==> config.mk <==
export PLATFORM = sky130hd
export DESIGN_NAME = rse_top
export DESIGN_NICKNAME = d
export VERILOG_FILES = /design/src/rse_pkg.sv /design/src/rse_sync.sv /design/src/rse_lamp.sv /design/src/rse_top.sv
export SDC_FILE = /design/constraint.sdc
export NUM_CORES = 1
export LEC_CHECK = 0
export ABC_CLOCK_PERIOD_IN_PS = 4500
export BUFFER_PORTS_ARGS = -buffer_cell sky130_fd_sc_hd__buf_2
export CORE_MARGIN = 3
export CORE_UTILIZATION = 40
export CTS_CLUSTER_DIAMETER = 80
export CTS_CLUSTER_SIZE = 10
export DETAILED_ROUTE_END_ITERATION = 10
export MAX_ROUTING_LAYER = met4
export SYNTH_ARGS = -nofsm -noshare
export SYNTH_HDL_FRONTEND = slang
export SYNTH_SLANG_ARGS = --single-unit
==> constraint.sdc <==
create_clock -name sys_clk_i -period 4.5 [get_ports sys_clk_i]
set_input_delay 0.9 -clock sys_clk_i [delete_from_list [all_inputs] [get_ports sys_clk_i]]
set_output_delay 0.9 -clock sys_clk_i [all_outputs]
set_load 0.005 [all_outputs]
==> src/rse_pkg.sv <==
package rse_pkg;

	// ----------------------------------------
	// timing
	// ----------------------------------------
	localparam int unsigned CLK_HZ = 20_000_000;
	// power-up self test window before replies are served
	localparam int unsigned STARTUP_US = 1000;
	localparam int unsigned STARTUP_CYC = (CLK_HZ / 1_000_000) * STARTUP_US;
	// dwell of each led during the lamp test
	localparam int unsigned LAMP_STEP_MS = 250;
	localparam int unsigned LAMP_STEP_CYC = (CLK_HZ / 1000) * LAMP_STEP_MS;
	// switches taken once the two-stage synchroniser has settled
	localparam int unsigned DIP_CAPTURE_CYC = 4;

	// ----------------------------------------
	// register map (byte addresses)
	// ----------------------------------------
	localparam int unsigned ADDR_W = 12;
	localparam logic [11:0] OFS_LOOP_DLY = 12'h000;
	localparam logic [11:0] OFS_DEV_STAT = 12'h004;
	localparam logic [11:0] OFS_IRQ_STAT = 12'h008;
	localparam logic [11:0] OFS_IRQ_MASK = 12'h00c;
	localparam logic [7:0] LOOP_DLY_RST = 8'h0a;
	localparam logic [7:0] LOOP_DLY_MIN = 8'h01;
	localparam logic [7:0] LOOP_DLY_MAX = 8'h64;
	localparam logic [1:0] RESP_OKAY = 2'h0;
	localparam logic [1:0] RESP_SLVERR = 2'h2;

	// ----------------------------------------
	// first status byte layout
	// ----------------------------------------
	localparam int unsigned B0_FORM = 7;
	localparam int unsigned B0_PARITY = 6;
	localparam int unsigned B0_OVERRUN = 5;
	localparam int unsigned B0_FRAMING = 4;
	localparam int unsigned B0_CHECKSUM = 3;
	localparam int unsigned B0_RSVD = 2;
	localparam int unsigned B0_BUF_OVF = 1;
	localparam int unsigned B0_UNDEF = 0;
	localparam logic [6:0] RESP_SUCCESS = 7'h00;
	localparam logic [6:0] RESP_WARN_A = 7'h08;
	localparam logic [6:0] RESP_WARN_B = 7'h1f;

	// ----------------------------------------
	// interrupt bits and switch fields
	// ----------------------------------------
	localparam int unsigned IRQ_W = 4;
	localparam int unsigned IRQ_RX_FAULT = 0;
	localparam int unsigned IRQ_REPLY = 1;
	localparam int unsigned IRQ_CMD_ERR = 2;
	localparam int unsigned IRQ_START_FLT = 3;
	localparam logic [IRQ_W-1:0] IRQ_MASK_RST = 4'h0;
	localparam int unsigned DIP_LAMP = 0;
	localparam int unsigned DIP_ADDR_LSB = 1;
	localparam int unsigned DIP_ADDR_W = 4;
	localparam int unsigned DIP_BAUD_LSB = 5;
	localparam int unsigned DIP_BAUD_W = 3;

	// led display selected by the start-up result
	typedef enum logic [1:0] {LED_RUN, LED_RED_ONLY, LED_RED_GRN, LED_ALL} rse_led_t;

	// warning codes let command processing go on
	function automatic logic rse_is_warning(input logic [6:0] code);
		rse_is_warning = (code == RESP_WARN_A) || (code == RESP_WARN_B);
	endfunction

endpackage

==> src/rse_sync.sv <==
`timescale 1ns/10ps
// two-stage synchroniser for pin inputs
module rse_sync import rse_pkg::*; #(
	parameter int unsigned W = 8
) (
	input wire logic sys_clk_i,
	input wire logic reset_n_i,
	input wire logic ce_i,
	input wire logic [W-1:0] async_i,
	output logic [W-1:0] sync_o
);
	logic [W-1:0] meta_r; // first stage, read only by the second
	logic [W-1:0] meta_nxt;
	logic [W-1:0] sync_r;
	logic [W-1:0] sync_nxt;

	// next values
	always_comb begin
		meta_nxt = async_i;
		sync_nxt = meta_r;
	end

	// registers
	always_ff @(posedge sys_clk_i) begin
		if (!reset_n_i) begin
			meta_r <= '0;
			sync_r <= '0;
		end else if (ce_i) begin
			meta_r <= meta_nxt;
			sync_r <= sync_nxt;
		end
	end

	assign sync_o = sync_r;
endmodule

==> src/rse_lamp.sv <==
`timescale 1ns/10ps
// led driver: fault patterns and the sequential lamp test
module rse_lamp import rse_pkg::*; #(
	parameter int unsigned STEP_CYC = LAMP_STEP_CYC
) (
	input wire logic sys_clk_i,
	input wire logic reset_n_i,
	input wire logic ce_i,
	input wire logic lamp_i,
	input wire rse_led_t code_i,
	output logic led_red_o,
	output logic led_green_o,
	output logic led_orange_o
);
	logic [31:0] cnt_r; // dwell counter of one lamp step
	logic [31:0] cnt_nxt;
	logic [1:0] phase_r; // 0 red, 1 green, 2 orange
	logic [1:0] phase_nxt;
	logic [2:0] led_r; // {orange, green, red}
	logic [2:0] led_nxt;

	// ----------------------------------------
	// next values
	// ----------------------------------------
	always_comb begin
		cnt_nxt = cnt_r;
		phase_nxt = phase_r;
		led_nxt = 3'h2;
		if (lamp_i) begin
			if (cnt_r == STEP_CYC - 1) begin
				cnt_nxt = '0;
				phase_nxt = (phase_r == 2'h2) ? 2'h0 : phase_r + 2'h1;
			end else begin
				cnt_nxt = cnt_r + 32'h1;
			end
			led_nxt = 3'h1 << phase_r;
		end else begin
			unique case (code_i)
				LED_RUN: led_nxt = 3'h2;
				LED_RED_ONLY: led_nxt = 3'h1;
				LED_RED_GRN: led_nxt = 3'h3;
				LED_ALL: led_nxt = 3'h7;
			endcase
		end
	end

	// ----------------------------------------
	// registers
	// ----------------------------------------
	always_ff @(posedge sys_clk_i) begin
		if (!reset_n_i) begin
			cnt_r <= '0;
			phase_r <= 2'h0;
			led_r <= 3'h0;
		end else if (ce_i) begin
			cnt_r <= cnt_nxt;
			phase_r <= phase_nxt;
			led_r <= led_nxt;
		end
	end

	assign led_red_o = led_r[0];
	assign led_green_o = led_r[1];
	assign led_orange_o = led_r[2];

	AST_LAMP_ONE_HOT: assert property (@(posedge sys_clk_i) disable iff (!reset_n_i)
		ce_i && lamp_i |=> $onehot({led_orange_o, led_green_o, led_red_o}))
		else $error("lamp test lit other than one led");
	AST_RED_GRN: assert property (@(posedge sys_clk_i) disable iff (!reset_n_i)
		ce_i && !lamp_i && code_i == LED_RED_GRN |=> led_red_o && led_green_o && !led_orange_o)
		else $error("memory fault pattern wrong");
	AST_CPU_FAULT: assert property (@(posedge sys_clk_i) disable iff (!reset_n_i)
		ce_i && !lamp_i && code_i == LED_ALL |=> led_red_o && led_green_o && led_orange_o)
		else $error("processor fault pattern wrong");
endmodule

==> src/rse_top.sv <==
// The register offsets and the AXI4-Lite slave port were left to the implementer.
`timescale 1ns/10ps
// reply status byte former with start-up fault display and register slave
module rse_top import rse_pkg::*; #(
	parameter int unsigned STARTUP_CYCLES = STARTUP_CYC,
	parameter int unsigned LAMP_CYCLES = LAMP_STEP_CYC
) (
	input wire logic sys_clk_i,
	input wire logic reset_n_i,
	input wire logic ce_i,
	input wire logic [ADDR_W-1:0] s_axi_awaddr_i,
	input wire logic s_axi_awvalid_i,
	output logic s_axi_awready_o,
	input wire logic [31:0] s_axi_wdata_i,
	input wire logic [3:0] s_axi_wstrb_i,
	input wire logic s_axi_wvalid_i,
	output logic s_axi_wready_o,
	output logic [1:0] s_axi_bresp_o,
	output logic s_axi_bvalid_o,
	input wire logic s_axi_bready_i,
	input wire logic [ADDR_W-1:0] s_axi_araddr_i,
	input wire logic s_axi_arvalid_i,
	output logic s_axi_arready_o,
	output logic [31:0] s_axi_rdata_o,
	output logic [1:0] s_axi_rresp_o,
	output logic s_axi_rvalid_o,
	input wire logic s_axi_rready_i,
	input wire logic [7:0] dip_i,
	input wire logic msg_done_i,
	output logic msg_ready_o,
	input wire logic [3:0] msg_slave_i,
	input wire logic par_err_i,
	input wire logic ovr_err_i,
	input wire logic frm_err_i,
	input wire logic chk_err_i,
	input wire logic buf_ovf_i,
	output logic exec_req_o,
	output logic internal_sel_o,
	input wire logic exec_done_i,
	input wire logic [6:0] resp_code_i,
	input wire logic [7:0] dev_status_i,
	output logic [7:0] stat_byte_o,
	output logic stat_valid_o,
	output logic stat_first_o,
	input wire logic stat_ready_i,
	output logic hdr_done_o,
	input wire logic cpu_fault_i,
	input wire logic rom_fault_i,
	input wire logic ram_fault_i,
	output logic [DIP_ADDR_W-1:0] bus_addr_o,
	output logic [DIP_BAUD_W-1:0] baud_sel_o,
	output logic led_red_o,
	output logic led_green_o,
	output logic led_orange_o,
	output logic irq_o
);
	typedef enum {ST_IDLE, ST_EXEC, ST_BYTE0, ST_BYTE1} rse_state_t;

	// register index decode shared by read and write paths
	function automatic logic [2:0] reg_sel(input logic [ADDR_W-1:0] a);
		unique case (a)
			OFS_LOOP_DLY: reg_sel = 3'h1;
			OFS_DEV_STAT: reg_sel = 3'h2;
			OFS_IRQ_STAT: reg_sel = 3'h3;
			OFS_IRQ_MASK: reg_sel = 3'h4;
			default: reg_sel = 3'h0;
		endcase
	endfunction

	// ----------------------------------------
	// declarations
	// ----------------------------------------
	logic [7:0] dip_s; // synchronised switches
	logic [31:0] boot_cnt_r, boot_cnt_nxt; // start-up window counter
	logic run_r, run_nxt; // start-up finished
	logic lamp_r, lamp_nxt; // lamp test chosen at power-up
	logic [DIP_ADDR_W-1:0] addr_r, addr_nxt;
	logic [DIP_BAUD_W-1:0] baud_r, baud_nxt;
	rse_led_t led_code_r, led_code_nxt;
	logic ev_start;
	rse_state_t st_r, st_nxt;
	logic [7:0] b0_r, b0_nxt; // first byte of the pending reply
	logic [7:0] b1_r, b1_nxt; // second byte of the pending reply
	logic [7:0] out_r, out_nxt; // byte on the status port
	logic exec_r, exec_nxt;
	logic sel_r, sel_nxt;
	logic hdr_r, hdr_nxt;
	logic msg_fire, rx_fault;
	logic ev_rx, ev_reply, ev_cmd;
	logic aw_hold_r, aw_hold_nxt, w_hold_r, w_hold_nxt;
	logic [ADDR_W-1:0] awaddr_r, awaddr_nxt;
	logic [31:0] wdata_r, wdata_nxt;
	logic [3:0] wstrb_r, wstrb_nxt;
	logic bvalid_r, bvalid_nxt, rvalid_r, rvalid_nxt;
	logic [1:0] bresp_r, bresp_nxt, rresp_r, rresp_nxt;
	logic [31:0] rdata_r, rdata_nxt;
	logic [7:0] loop_r, loop_nxt; // loop switch delay parameter
	logic [IRQ_W-1:0] ist_r, ist_nxt, imask_r, imask_nxt;
	logic do_write;

	// ----------------------------------------
	// switch inputs and led driver
	// ----------------------------------------
	rse_sync #(.W(8)) u_dip_sync (
		.sys_clk_i(sys_clk_i),
		.reset_n_i(reset_n_i),
		.ce_i(ce_i),
		.async_i(dip_i),
		.sync_o(dip_s)
	);

	rse_lamp #(.STEP_CYC(LAMP_CYCLES)) u_lamp (
		.sys_clk_i(sys_clk_i),
		.reset_n_i(reset_n_i),
		.ce_i(ce_i),
		.lamp_i(lamp_r),
		.code_i(led_code_r),
		.led_red_o(led_red_o),
		.led_green_o(led_green_o),
		.led_orange_o(led_orange_o)
	);

	// ----------------------------------------
	// start-up sequence
	// ----------------------------------------
	always_comb begin
		boot_cnt_nxt = boot_cnt_r;
		run_nxt = run_r;
		lamp_nxt = lamp_r;
		addr_nxt = addr_r;
		baud_nxt = baud_r;
		led_code_nxt = led_code_r;
		ev_start = 1'b0;
		if (!run_r) begin
			boot_cnt_nxt = boot_cnt_r + 32'h1;
			if (boot_cnt_r == DIP_CAPTURE_CYC) begin
				lamp_nxt = dip_s[DIP_LAMP];
				addr_nxt = dip_s[DIP_ADDR_LSB +: DIP_ADDR_W];
				baud_nxt = dip_s[DIP_BAUD_LSB +: DIP_BAUD_W];
			end
			// self test results judged at end of window
			if (boot_cnt_r == STARTUP_CYCLES - 1) begin
				run_nxt = 1'b1;
				if (cpu_fault_i) begin
					led_code_nxt = LED_ALL;
				end else if (rom_fault_i) begin
					led_code_nxt = LED_RED_ONLY;
				end else if (ram_fault_i || loop_r < LOOP_DLY_MIN || loop_r > LOOP_DLY_MAX) begin
					led_code_nxt = LED_RED_GRN;
				end
				ev_start = cpu_fault_i || rom_fault_i || ram_fault_i ||
					loop_r < LOOP_DLY_MIN || loop_r > LOOP_DLY_MAX;
			end
		end
	end

	always_ff @(posedge sys_clk_i) begin
		if (!reset_n_i) begin
			boot_cnt_r <= '0;
			run_r <= 1'b0;
			lamp_r <= 1'b0;
			addr_r <= '0;
			baud_r <= '0;
			led_code_r <= LED_RUN;
		end else if (ce_i) begin
			boot_cnt_r <= boot_cnt_nxt;
			run_r <= run_nxt;
			lamp_r <= lamp_nxt;
			addr_r <= addr_nxt;
			baud_r <= baud_nxt;
			led_code_r <= led_code_nxt;
		end
	end

	// ----------------------------------------
	// reply status byte former
	// ----------------------------------------
	// a faulted device refuses messages rather than answer with stale data
	assign msg_ready_o = (st_r == ST_IDLE) && run_r && (led_code_r == LED_RUN);
	assign msg_fire = msg_done_i && msg_ready_o;
	assign rx_fault = par_err_i || ovr_err_i || frm_err_i || chk_err_i || buf_ovf_i;

	always_comb begin
		st_nxt = st_r;
		b0_nxt = b0_r;
		b1_nxt = b1_r;
		out_nxt = out_r;
		exec_nxt = 1'b0;
		sel_nxt = sel_r;
		hdr_nxt = 1'b0;
		ev_rx = 1'b0;
		ev_reply = 1'b0;
		ev_cmd = 1'b0;
		unique case (st_r)
			ST_IDLE: begin
				if (msg_fire && rx_fault) begin
					b0_nxt = 8'h00;
					b0_nxt[B0_FORM] = 1'b1;
					b0_nxt[B0_PARITY] = par_err_i;
					b0_nxt[B0_OVERRUN] = ovr_err_i;
					b0_nxt[B0_FRAMING] = frm_err_i;
					b0_nxt[B0_CHECKSUM] = chk_err_i;
					b0_nxt[B0_RSVD] = 1'b0;
					b0_nxt[B0_BUF_OVF] = buf_ovf_i;
					b0_nxt[B0_UNDEF] = 1'b0;
					b1_nxt = 8'h00;
					out_nxt = b0_nxt;
					ev_rx = 1'b1;
					st_nxt = ST_BYTE0;
				end else if (msg_fire) begin
					exec_nxt = 1'b1;
					// address 0 is the internal group
					sel_nxt = (msg_slave_i == 4'h0);
					st_nxt = ST_EXEC;
				end
			end
			ST_EXEC: begin
				if (exec_done_i) begin
					b0_nxt = {1'b0, resp_code_i};
					b1_nxt = dev_status_i;
					out_nxt = b0_nxt;
					// warnings do not count as errors
					ev_cmd = (resp_code_i != RESP_SUCCESS) && !rse_is_warning(resp_code_i);
					st_nxt = ST_BYTE0;
				end
			end
			ST_BYTE0: begin
				if (stat_ready_i) begin
					out_nxt = b1_r;
					st_nxt = ST_BYTE1;
				end
			end
			ST_BYTE1: begin
				// payload may follow after two bytes
				if (stat_ready_i) begin
					hdr_nxt = 1'b1;
					ev_reply = 1'b1;
					st_nxt = ST_IDLE;
				end
			end
		endcase
	end

	always_ff @(posedge sys_clk_i) begin
		if (!reset_n_i) begin
			st_r <= ST_IDLE;
			b0_r <= 8'h00;
			b1_r <= 8'h00;
			out_r <= 8'h00;
			exec_r <= 1'b0;
			sel_r <= 1'b0;
			hdr_r <= 1'b0;
		end else if (ce_i) begin
			st_r <= st_nxt;
			b0_r <= b0_nxt;
			b1_r <= b1_nxt;
			out_r <= out_nxt;
			exec_r <= exec_nxt;
			sel_r <= sel_nxt;
			hdr_r <= hdr_nxt;
		end
	end

	assign stat_byte_o = out_r;
	assign stat_valid_o = (st_r == ST_BYTE0) || (st_r == ST_BYTE1);
	assign stat_first_o = (st_r == ST_BYTE0);
	assign exec_req_o = exec_r;
	assign internal_sel_o = sel_r;
	assign hdr_done_o = hdr_r;
	assign bus_addr_o = addr_r;
	assign baud_sel_o = baud_r;

	// ----------------------------------------
	// register slave and interrupt
	// ----------------------------------------
	assign s_axi_awready_o = !aw_hold_r && !bvalid_r;
	assign s_axi_wready_o = !w_hold_r && !bvalid_r;
	assign s_axi_arready_o = !rvalid_r;
	assign do_write = aw_hold_r && w_hold_r && !bvalid_r;

	always_comb begin
		aw_hold_nxt = aw_hold_r;
		w_hold_nxt = w_hold_r;
		awaddr_nxt = awaddr_r;
		wdata_nxt = wdata_r;
		wstrb_nxt = wstrb_r;
		bvalid_nxt = bvalid_r;
		bresp_nxt = bresp_r;
		rvalid_nxt = rvalid_r;
		rresp_nxt = rresp_r;
		rdata_nxt = rdata_r;
		loop_nxt = loop_r;
		imask_nxt = imask_r;
		ist_nxt = ist_r;
		// address and data are taken in either order
		if (s_axi_awvalid_i && s_axi_awready_o) begin
			aw_hold_nxt = 1'b1;
			awaddr_nxt = s_axi_awaddr_i;
		end
		if (s_axi_wvalid_i && s_axi_wready_o) begin
			w_hold_nxt = 1'b1;
			wdata_nxt = s_axi_wdata_i;
			wstrb_nxt = s_axi_wstrb_i;
		end
		if (do_write) begin
			aw_hold_nxt = 1'b0;
			w_hold_nxt = 1'b0;
			bvalid_nxt = 1'b1;
			bresp_nxt = (reg_sel(awaddr_r) == 3'h0) ? RESP_SLVERR : RESP_OKAY;
			if (wstrb_r[0]) begin
				if (reg_sel(awaddr_r) == 3'h1) loop_nxt = wdata_r[7:0];
				if (reg_sel(awaddr_r) == 3'h4) imask_nxt = wdata_r[IRQ_W-1:0];
				if (reg_sel(awaddr_r) == 3'h3) ist_nxt = ist_r & ~wdata_r[IRQ_W-1:0];
			end
		end else if (bvalid_r && s_axi_bready_i) begin
			bvalid_nxt = 1'b0;
		end
		// events applied after the clear so a same-cycle event survives
		ist_nxt[IRQ_RX_FAULT] = ist_nxt[IRQ_RX_FAULT] | ev_rx;
		ist_nxt[IRQ_REPLY] = ist_nxt[IRQ_REPLY] | ev_reply;
		ist_nxt[IRQ_CMD_ERR] = ist_nxt[IRQ_CMD_ERR] | ev_cmd;
		ist_nxt[IRQ_START_FLT] = ist_nxt[IRQ_START_FLT] | ev_start;
		if (s_axi_arvalid_i && s_axi_arready_o) begin
			rvalid_nxt = 1'b1;
			rresp_nxt = RESP_OKAY;
			unique case (reg_sel(s_axi_araddr_i))
				3'h1: rdata_nxt = {24'h000000, loop_r};
				3'h2: rdata_nxt = {5'h00, run_r, led_code_r, lamp_r, baud_r, addr_r, b1_r, b0_r};
				3'h3: rdata_nxt = {28'h0000000, ist_r};
				3'h4: rdata_nxt = {28'h0000000, imask_r};
				default: begin
					rdata_nxt = 32'h00000000;
					rresp_nxt = RESP_SLVERR;
				end
			endcase
		end else if (rvalid_r && s_axi_rready_i) begin
			rvalid_nxt = 1'b0;
		end
	end

	always_ff @(posedge sys_clk_i) begin
		if (!reset_n_i) begin
			aw_hold_r <= 1'b0;
			w_hold_r <= 1'b0;
			awaddr_r <= '0;
			wdata_r <= 32'h00000000;
			wstrb_r <= 4'h0;
			bvalid_r <= 1'b0;
			bresp_r <= RESP_OKAY;
			rvalid_r <= 1'b0;
			rresp_r <= RESP_OKAY;
			rdata_r <= 32'h00000000;
			loop_r <= LOOP_DLY_RST;
			imask_r <= IRQ_MASK_RST;
			ist_r <= '0;
		end else if (ce_i) begin
			aw_hold_r <= aw_hold_nxt;
			w_hold_r <= w_hold_nxt;
			awaddr_r <= awaddr_nxt;
			wdata_r <= wdata_nxt;
			wstrb_r <= wstrb_nxt;
			bvalid_r <= bvalid_nxt;
			bresp_r <= bresp_nxt;
			rvalid_r <= rvalid_nxt;
			rresp_r <= rresp_nxt;
			rdata_r <= rdata_nxt;
			loop_r <= loop_nxt;
			imask_r <= imask_nxt;
			ist_r <= ist_nxt;
		end
	end

	assign s_axi_bvalid_o = bvalid_r;
	assign s_axi_bresp_o = bresp_r;
	assign s_axi_rvalid_o = rvalid_r;
	assign s_axi_rresp_o = rresp_r;
	assign s_axi_rdata_o = rdata_r;
	assign irq_o = |(ist_r & imask_r);

	// ----------------------------------------
	// checks
	// ----------------------------------------
	AST_ERR_FORM: assert property (@(posedge sys_clk_i) disable iff (!reset_n_i)
		ce_i && msg_fire && rx_fault |=> stat_valid_o && stat_first_o &&
		stat_byte_o == {1'b1, $past(par_err_i), $past(ovr_err_i), $past(frm_err_i),
		$past(chk_err_i), 1'b0, $past(buf_ovf_i), 1'b0})
		else $error("error form first byte wrong");
	AST_NO_EXEC: assert property (@(posedge sys_clk_i) disable iff (!reset_n_i)
		ce_i && msg_fire && rx_fault |=> !exec_req_o ##1 !exec_req_o)
		else $error("faulty message was executed");
	AST_ERR_BYTE1_ZERO: assert property (@(posedge sys_clk_i) disable iff (!reset_n_i)
		stat_valid_o && !stat_first_o && b0_r[B0_FORM] |-> stat_byte_o == 8'h00)
		else $error("second byte not zero in error form");
	AST_UNDEF_LOW: assert property (@(posedge sys_clk_i) disable iff (!reset_n_i)
		stat_first_o && stat_byte_o[B0_FORM] |-> !stat_byte_o[B0_UNDEF] && !stat_byte_o[B0_RSVD])
		else $error("undefined or reserved bit set");
	AST_RESP_FORM: assert property (@(posedge sys_clk_i) disable iff (!reset_n_i)
		ce_i && st_r == ST_EXEC && exec_done_i |=>
		stat_first_o && stat_byte_o == {1'b0, $past(resp_code_i)})
		else $error("response form first byte wrong");
	AST_DEV_STATUS: assert property (@(posedge sys_clk_i) disable iff (!reset_n_i)
		ce_i && st_r == ST_EXEC && exec_done_i ##1 ce_i && stat_ready_i |=>
		!stat_first_o && stat_valid_o && stat_byte_o == $past(dev_status_i, 2))
		else $error("device status not in second byte");
	AST_TWO_BYTES: assert property (@(posedge sys_clk_i) disable iff (!reset_n_i)
		ce_i && stat_first_o && stat_ready_i |=> stat_valid_o && !stat_first_o && !hdr_done_o)
		else $error("second status byte missing");
	AST_HDR_DONE: assert property (@(posedge sys_clk_i) disable iff (!reset_n_i)
		ce_i && stat_valid_o && !stat_first_o && stat_ready_i |=> hdr_done_o && !stat_valid_o)
		else $error("header end not marked after two bytes");
	AST_DIP_HELD: assert property (@(posedge sys_clk_i) disable iff (!reset_n_i)
		run_r && $past(run_r) |-> $stable(bus_addr_o) && $stable(baud_sel_o) && $stable(lamp_r))
		else $error("switch setting changed after start-up");
	AST_INTERNAL_SEL: assert property (@(posedge sys_clk_i) disable iff (!reset_n_i)
		ce_i && msg_fire && !rx_fault |=> exec_req_o && internal_sel_o == ($past(msg_slave_i) == 4'h0))
		else $error("internal group select wrong");
endmodule

## After elaboration in Yosys (flattened, before gate mapping)

Cells that the tools add are included.
Widths: inputs -> output; s select.

- Register bits: 232
- Input bits: 106
- Output and inout bits: 66

- Add/sub/neg operators: 3
- $lt $le $gt $ge: 2
- Equality and inequality tests: 32
- Shift operators: 1
- Muxes and demuxes: 54
- Bitwise logic cells: 9
- Reduce and logical (&&, ||, !) cells: 67

Operators with widths:

| operator | number |
|---|---|
| $mux 32 | 6 |
| $pmux 32 s4 | 1 |
| $pmux 27 s4 | 1 |
| $eq 32x3->1 const B | 3 |
| $add 32x1->32 const B | 2 |
| $eq 32x2->1 const B | 2 |
| $logic_not 32->1 | 2 |
| $eq 12x4->1 const B | 4 |
| $mux 8 | 5 |
| $pmux 3 s4 | 3 |
| $eq 32x1->1 const B | 1 |
| $eq 32x15->1 const B | 1 |
| $eq 32x23->1 const B | 1 |
| $pmux 8 s2 | 2 |
| $eq 12x3->1 const B | 2 |
| $logic_not 12->1 | 2 |
| $pmux 8 s3 | 1 |
| $mux 1 | 21 |
| $reduce_and 2->1 | 10 |
| $reduce_and 4->1 | 5 |
| $mux 3 | 5 |
| $logic_and 1x1->1 | 14 |
| $logic_or 1x1->1 | 12 |
| $mux 2 | 6 |
| 28 further kinds | 56 |

## Depth between registers and ports, before layout

Gate-level depths: netlist of the first run.

- Depth after elaboration: 9
- Mapped depth: 9

## Hierarchy

A second synthesis of the first run with hierarchy kept.

- Cell total of the unflattened synthesis: 963
- Area, all modules: 8,938.6 µm²

Modules (own cells, without submodules):

| module | instances | cells an instance | area an instance (µm²) |
|---|---|---|---|
| rse_top | 1 | 688 | 6,418.7 |
| rse_lamp | 1 | 224 | 1,904.3 |
| rse_sync | 1 | 51 | 615.6 |

## Worst setup path after synthesis of the first run

OpenSTA, ideal clock, no wires.

- Path kind: input to register
- Start: input port s_axi_araddr_i[7]
- End: register rdata_r[23] (netlist: s_axi_rdata_o[23])
- Arrival time: 2.385 ns
- Required time: 4.435 ns
- Path slack: 2.050 ns
- Stages on the path: 7
- Buffers on the path: 2
- Cell sequence: or4_4 > nor4_4 > and4b_1 > buf_4 > buf_6 > a22oi_1 > nor2_1

- Word-level cells in the longest chain between the ends: 5

Ends and longest elaborated chain:

| what | line | text |
|---|---|---|
| start: declaration | rse_top.sv:21 | `input wire logic [ADDR_W-1:0] s_axi_araddr_i,` |
| $eq 12x4->1 (tied with other cells) | rse_top.sv:61 | `unique case (a)` |
| $pmux 3 s4 (*) | rse_top.sv:61 |  |
| $mux 3 (*) | rse_top.sv:323 | `if (s_axi_arvalid_i && s_axi_arready_o) begin` |
| $eq 3x3->1 (tied with other cells) | rse_top.sv:326 | `unique case (reg_sel(s_axi_araddr_i))` |
| $pmux 27 s4 (*) | rse_top.sv:326 |  |
| end signal: assignment | rse_top.sv:366 | `rdata_r <= rdata_nxt;` |
| end: declaration | rse_top.sv:96 | `logic [31:0] rdata_r, rdata_nxt;` |

Mark *: on every way between the ends. The rest lies on a longest branch, timed or not. The select of a mux whose other input is x is not followed.
A chain may end at the register's enable or synchronous reset.

## Worst setup path after layout of the first run

- Start: input port s_axi_araddr_i[7]
- End: register rdata_r[19] (netlist: s_axi_rdata_o[19])

Same word-level chain as after synthesis.

==> run_results.csv, run 1 <==
group,metric,value,unit
route,dr.pass1.iters,5,
final_layout,fin_nets,1200,
final_layout,layout_commonest_cell,"dfxtp_1",
clock_network,cts_buffers,17,
timing,period_minus_slack,2720,ps
global_routing,grt-ovfl-total,0,
route,route.detailed.drc,0,
synth,synth_cell_types,59,
timing,finalSetupViolCount,0,
timing,drv_slew,0,
placement,io_buffers,137,
synth,ys_ff_latch,195,
floorplan,die-area,23300,um2
route,dr_total_vias,7075,
clock_network,htreeDepth,4,
placement,routabilityCongestion,0.857,
worst_setup_path,path_class,"in2reg",
floorplan,core,21100,um2
global_routing,gr-usage-met2,27.2,%
flow_run,drv_cap,0,
synth,ys_warn_count,0,
timing,clock_skew,12.8,ps
global_routing,top_usage_layer,"met2",
synth,yosysSeqAreaShare,45.4,%
synth,synthXorXnorAreaFrac,5.19,%
clock_network,cts_setup_buffers,0,
final_layout,post-route-util,47.5,%
hold_path,hold_path.class,"reg2reg",
synth,synthSimpleGateAreaFrac,25.9,%
timing,relSlewSlack,38.7,%
synth,syn_area,8600,um2
floorplan,die_width,153,um
timing,fin_ws,1780,ps
placement,dp.cells,1343,
worst_setup_path,cp-start-kind,"input pin",
route,drt-vias-per-instance,5.15,
pwr,vdd_drop_max,238,uV
clock_network,path_clk_slew,80,ps
timing,fmax,0.368,GHz
final_layout,diodes,0,
global_routing,grt_max_degree,73,
floorplan,rows,53,
synth,async_flop_share,0,%
route,wl_per_cell,15.2,um
floorplan,initial_core_util,40.8,%
timing,hold_viol,0,
worst_setup_path,cp.required,4860,ps
worst_setup_path,worstSetupEndpointType,"register",
synth,synth_mux_area_share,7.97,%
pwr,power,0.00347,W
placement,dp_hpwl,14900,um
pwr,power.density,346,nW/um2
timing,period_share,60.4,%
synth,synth.avg_cell_area,8.78,um2
outcome,status,"completed",
clock_network,hold_buffers,0,
final_layout,instances_no_fill,1375,
clock_network,cts_tree,"built",
final_layout,layout_common_cells,"195 x dfxtp_1, 166 x nor2_1, 137 x buf_2",
placement,post-place-ws,1300,ps
global_routing,grt_pass1_wl,34700,um
synth,synth_top_family_by_area,"simple AND/OR/NAND/NOR gates",
timing,worst_pin_slew,914,ps
synth,synth-edff-count,0,
route,drt-total-wl,20900,um
synth,yosys.area_share.adder,1.02,%
timing,fin_tns_setup,0,ps
global_routing,met1_usage,25.6,%
clock_network,clk-insertion-delay-late,430,ps
synth,synth-compound-area-share,10.3,%
worst_setup_path,path_max_fanout,19,
pwr,leakagePower,3.71,nW
global_routing,track_usage,18.4,%
global_routing,antenna_found_initial,0,
clock_network,clockBufferDepth,2,
route,drtAntennaViolNets,0,
synth,synth_flop_cell,"dfxtp_1",
clock_network,cts_root_buf,"clkbuf_16",
global_routing,met3_usage,4.57,%
final_layout,drive_gt1_share,18.7,%
floorplan,num_io_pins,172,
timing,rsz0062_at_grt,"no",
worst_setup_path,crit_arrival,3080,ps
synth,syn_inst,979,
route,drt_iter0_drc,414,
floorplan,fp.dieH,153,um
global_routing,grt_pass1_vias,6661,
clock_network,cts_resized,0,
final_layout,areaGrowthSynthToFinish,16.5,%
clock_network,cts_sinks,195,
==> synthesized netlist by cell type (all sizes together), types with 5 or more instances <==
master	instances	share of area, %
a21oi	58	3.4
clkbuf	39	1.7
a211oi	8	0.84
and4	8	0.81
nor3	16	1.0
xor2	13	1.3
mux2i	55	6.4
nor2	166	7.2
o21ai	9	0.52
nand3b	5	0.44
and2	5	0.36
inv	21	0.92
or4	7	0.70
nor4	42	4.0
buf	22	1.6
dfxtp	195	45
or3	8	0.58
nand4	21	1.6
a22oi	36	3.1
xnor2	38	3.9
nand3	42	2.4
ha	7	1.0
o21a	7	0.61
nand2	98	4.3
==> flip-flops by register name, summed over array words and instances, names as in the netlist, 12 cells and up <==
| register | flops |
|---|---|
| boot_cnt_r | 32 |
| awaddr_r | 12 |
| u_lamp.cnt_r | 32 |
| s_axi_rdata_o | 27 |
==> per-layer routing <==
layer,routed length (um),part of all wire [%]
met1,10400,50
met2,9350,45
met3,1000,4.8
met4,124,0.59
met5,0,0
==> final timing paths <==
path	start	end	slack (ps)	depth (start not counted)
setup reg to reg	lamp_r	u_lamp.cnt_r[23]	1880	6
setup / recovery	s_axi_araddr_i[7]	s_axi_rdata_o[19]	1780	6
hold reg to reg	s_axi_rdata_o[1]	s_axi_rdata_o[1]	460	2
hold / removal	s_axi_rdata_o[1]	s_axi_rdata_o[1]	460	2
==> critical path: stages <==
cell,delay (ps)
buf_2,100
or4_4,530
nor4_4,390
and4b_1,870
a22oi_1,150
nor2_1,120
==> power breakdown <==
part           switching (W)  internal, W
Clock               0.000714     0.000819
Sequential         0.0000174      0.00175
Combinational       0.000105    0.0000665
Total               0.000836      0.00263
==> layout make-up <==
cell class,count,area [um2]
Clock buffer,20,457
Clock inverter,12,141
Fill cell,2106,11100
Inverter,21,81.3
Multi-Input combinational cell,708,4360
Sequential cell,195,3900
Tap cell,275,344
Timing Repair Buffer,144,738
==> stage by stage <==
| step | cell area [um2] | hold slack [ps] |
|---|---|---|
| 2_1_floorplan | 8620 | 433 |
| 3_3_place_gp | 9420 | 441 |
| 3_5_place_dp | 9420 | 448 |
| 4_1_cts | 10000 | 458 |
| 5_1_grt | 10000 | 478 |
| 6_report | 10000 | 456 |
==> kinds of logic after synthesis <==
group / Yosys count
AO/OA/AOI/OAI: 136
XOR/XNOR: 51
adder cells (fa/ha/maj): 7
buffers and inverters: 82
flip-flops: 195
multiplexers: 63
other: 1
AND/OR/NAND/NOR: 444
Power figures use the tool's default switching activity.
==> run 2: changes to the inputs <==
--- a/config.mk
+++ b/config.mk
@@ -5,7 +5,8 @@
 export SDC_FILE = /design/constraint.sdc
 export NUM_CORES = 1
 export LEC_CHECK = 0
-export ABC_CLOCK_PERIOD_IN_PS = 4500
+export ABC_AREA = 1
+export ABC_CLOCK_PERIOD_IN_PS = 2800
 export BUFFER_PORTS_ARGS = -buffer_cell sky130_fd_sc_hd__buf_2
 export CORE_MARGIN = 3
 export CORE_UTILIZATION = 40
==> constraint.sdc (replaced) <==
create_clock -name sys_clk_i -period 2.8 [get_ports sys_clk_i]
set_input_delay 0.56 -clock sys_clk_i [delete_from_list [all_inputs] [get_ports sys_clk_i]]
set_output_delay 0.56 -clock sys_clk_i [all_outputs]
set_load 0.005 [all_outputs]
==> run 2 against run 1 <==
Net effect:
- register-to-register slack worse by 1400 ps
- total power up 64%
- wire length up 16%
- clock skew down 3.7 ps
- sequential power up 63%
- clock-buffer cell count down 3
- largest cell class unchanged
- non-clock buffer count up 10
- final cell count up 30%
- flip-flop and latch count unchanged
- highest routed layer unchanged
- global-route usage up 1.7 points
- combinational power rose to 2.5 times the previous value
==> run_results.csv, run 2 <==
group,metric,value,unit
pwr,power.density,532,nW/um2
clock_network,clk-insertion-delay-late,440,ps
final_layout,post-route-util,48.1,%
outcome,status,"completed",
timing,fin_tns_setup,0,ps
global_routing,track_usage,20.1,%
floorplan,die_width,157,um
clock_network,clockBufferDepth,2,
floorplan,rows,54,
clock_network,cts_sinks,195,
hold_path,hold_path.class,"in2reg",
timing,fmax,0.437,GHz
clock_network,cts_tree,"built",
timing,worst_pin_slew,657,ps
pwr,vdd_drop_max,379,uV
timing,drv_slew,0,
timing,period_share,81.7,%
final_layout,areaGrowthSynthToFinish,16.6,%
synth,synth_top_cell_by_area,"dfxtp_1",
hold_path,worstHoldStart,"dip_i[2]",
global_routing,grt_max_degree,86,
synth,yosys-top-cells-count,"297 x nand2_1, 273 x nor2_1, 195 x dfxtp_1",
flow_run,drv_cap,0,
synth,synth.avg_cell_area,6.67,um2
synth,yosysSeqAreaShare,42.7,%
timing,clock_skew,9.10,ps
clock_network,cts_resized,0,
worst_setup_path,cp-start-kind,"register",
worst_setup_path,regToRegStartpoint,"st_r[1]",
synth,synth_flop_cell,"dfxtp_1",
synth,synth_cell_types,41,
route,drt-total-wl,24200,um
placement,dp_hpwl,17800,um
floorplan,initial_core_util,41.3,%
synth,async_flop_share,0,%
synth,syn_area,9150,um2
clock_network,htreeDepth,4,
pwr,leakagePower,4.39,nW
hold_path,hold_path_end,"u_dip_sync.meta_r[2]",
timing,finalSetupViolCount,0,
route,drt-vias-per-instance,4.90,
global_routing,antenna_found_initial,2,
synth,synth.area.top_cells,"dfxtp_1 43%, nand2_1 12%, nor2_1 11%",
floorplan,fp.dieH,157,um
timing,rsz0062_at_grt,"no",
synth,synth-edff-count,0,
clock_network,cts_buffers,17,
route,drt_iter0_drc,475,
floorplan,core,22200,um2
worst_setup_path,path_max_fanout,12,
synth,synth.top_cell.area_share,42.7,%
pwr,power,0.00568,W
route,dr_total_vias,8791,
final_layout,layout_common_cells,"297 x nand2_1, 273 x nor2_1, 195 x dfxtp_1",
timing,period_minus_slack,2290,ps
worst_setup_path,worstSetupEndpointType,"register",
worst_setup_path,crit_arrival,2660,ps
worst_setup_path,ff2ff_path_depth,10,
timing,hold_viol,0,
final_layout,drive_gt1_share,14.0,%
clock_network,cts_setup_buffers,0,
global_routing,grt_pass1_wl,39100,um
floorplan,die-area,24700,um2
placement,routabilityCongestion,0.879,
worst_setup_path,path_class,"reg2reg",
route,wl_per_cell,13.5,um
route,drtAntennaViolNets,0,
timing,relSlewSlack,56.1,%
placement,dpl_cell_area,10100,um2
floorplan,num_io_pins,172,
synth,syn_inst,1372,
final_layout,layout_commonest_cell,"nand2_1",
route,dr.pass1.iters,7,
placement,io_buffers,137,
final_layout,fin_nets,1612,
hold_path,hold_depth,3,
clock_network,cts_root_buf,"clkbuf_16",
synth,yosysMostFrequentCell,"nand2_1",
route,route.detailed.drc,0,
global_routing,grt_pass1_vias,7811,
clock_network,path_clk_slew,70,ps
final_layout,design_area,10700,um2
synth,ys_ff_latch,195,
worst_setup_path,rrSetupSlack,510,ps
synth,ys_warn_count,0,
global_routing,grt-ovfl-total,0,
worst_setup_path,cp.required,3180,ps
worst_setup_path,r2r-end,"stat_byte_o[5]",
clock_network,hold_buffers,0,
-- run 2: cell count changes after synthesis, moves of 31 or more --
cell     delta
a21oi_1    +33
a22oi_1    -36
inv_1     +103
mux2i_1    -55
nand2_1   +199
nand3_1    +50
nor2_1    +107
nor4_1     -31
o21ai_0   +100
xnor2_1    -36
-- run 2: power breakdown --
part           leakage (nW)  switching [W]  internal [W]  total, W
Clock                 0.273        0.00113       0.00124   0.00237
Combinational          2.54       0.000283      0.000151  0.000433
Sequential             1.58      0.0000384       0.00284   0.00287
Total                  4.39        0.00145       0.00422   0.00568
-- run 2: logic make-up after synthesis --
kind of cell             share of synthesized area, %
XOR/XNOR                                         1.05
flip-flops                                       42.7
AO/OA/AOI/OAI                                    12.4
other                                          0.0410
AND/OR/NAND/NOR                                  34.9
adder cells (fa/ha/maj)                         0.958
buffers and inverters                            7.93
-- run 2: metrics by stage --
step / instances / hold WS, ps / setup WS, ps
6_report: 1793 / 343 / 512
5_1_grt: 1793 / 331 / 143
4_1_cts: 1791 / 334 / 524
3_5_place_dp: 1760 / 445 / 555
3_3_place_gp: 1760 / 441 / 590
2_1_floorplan: 1378 / 426 / 1040
-- run 2: worst max-delay path, cell delays in order (launching register included) --
cell and delay, ps:
dfxtp_1 340, inv_1 80, ha_1 380, inv_1 190
o21ai_0 380, a211oi_1 140, nand2_2 170, clkinv_1 260
nand2_1 120, nand2_1 60, nor2_1 100
-- run 2: worst max path at each step --
stage | end | start | depth (start not counted)
detailed placement | stat_byte_o[5] | st_r[1] | 10
floorplan | u_lamp.cnt_r[25] | ce_i | 9
global placement | stat_byte_o[5] | st_r[1] | 10
CTS | stat_byte_o[5] | st_r[1] | 10
finish | stat_byte_o[5] | st_r[1] | 10
global route | stat_byte_o[5] | st_r[1] | 10
-- run 2: cell type report --
cell class              count  area [um2]
flip-flops and latches    195        3900
fillers                  2310       11500
repair buffers            154         826
multi-input cells        1002        4540
well taps                 280         350
clock buffers              17         425
clock inverters            14         131
diodes                      2        5.00
inverters                 129         484
-- run 2: layer usage --
metal	vias to the layer above	track usage, %	wire [um]
li1	4660	-	-
met1	3915	27.8	12000
met2	195	30.3	10700
met3	21	4.01	1290
met4	0	4.88	306
met5	-	-	0
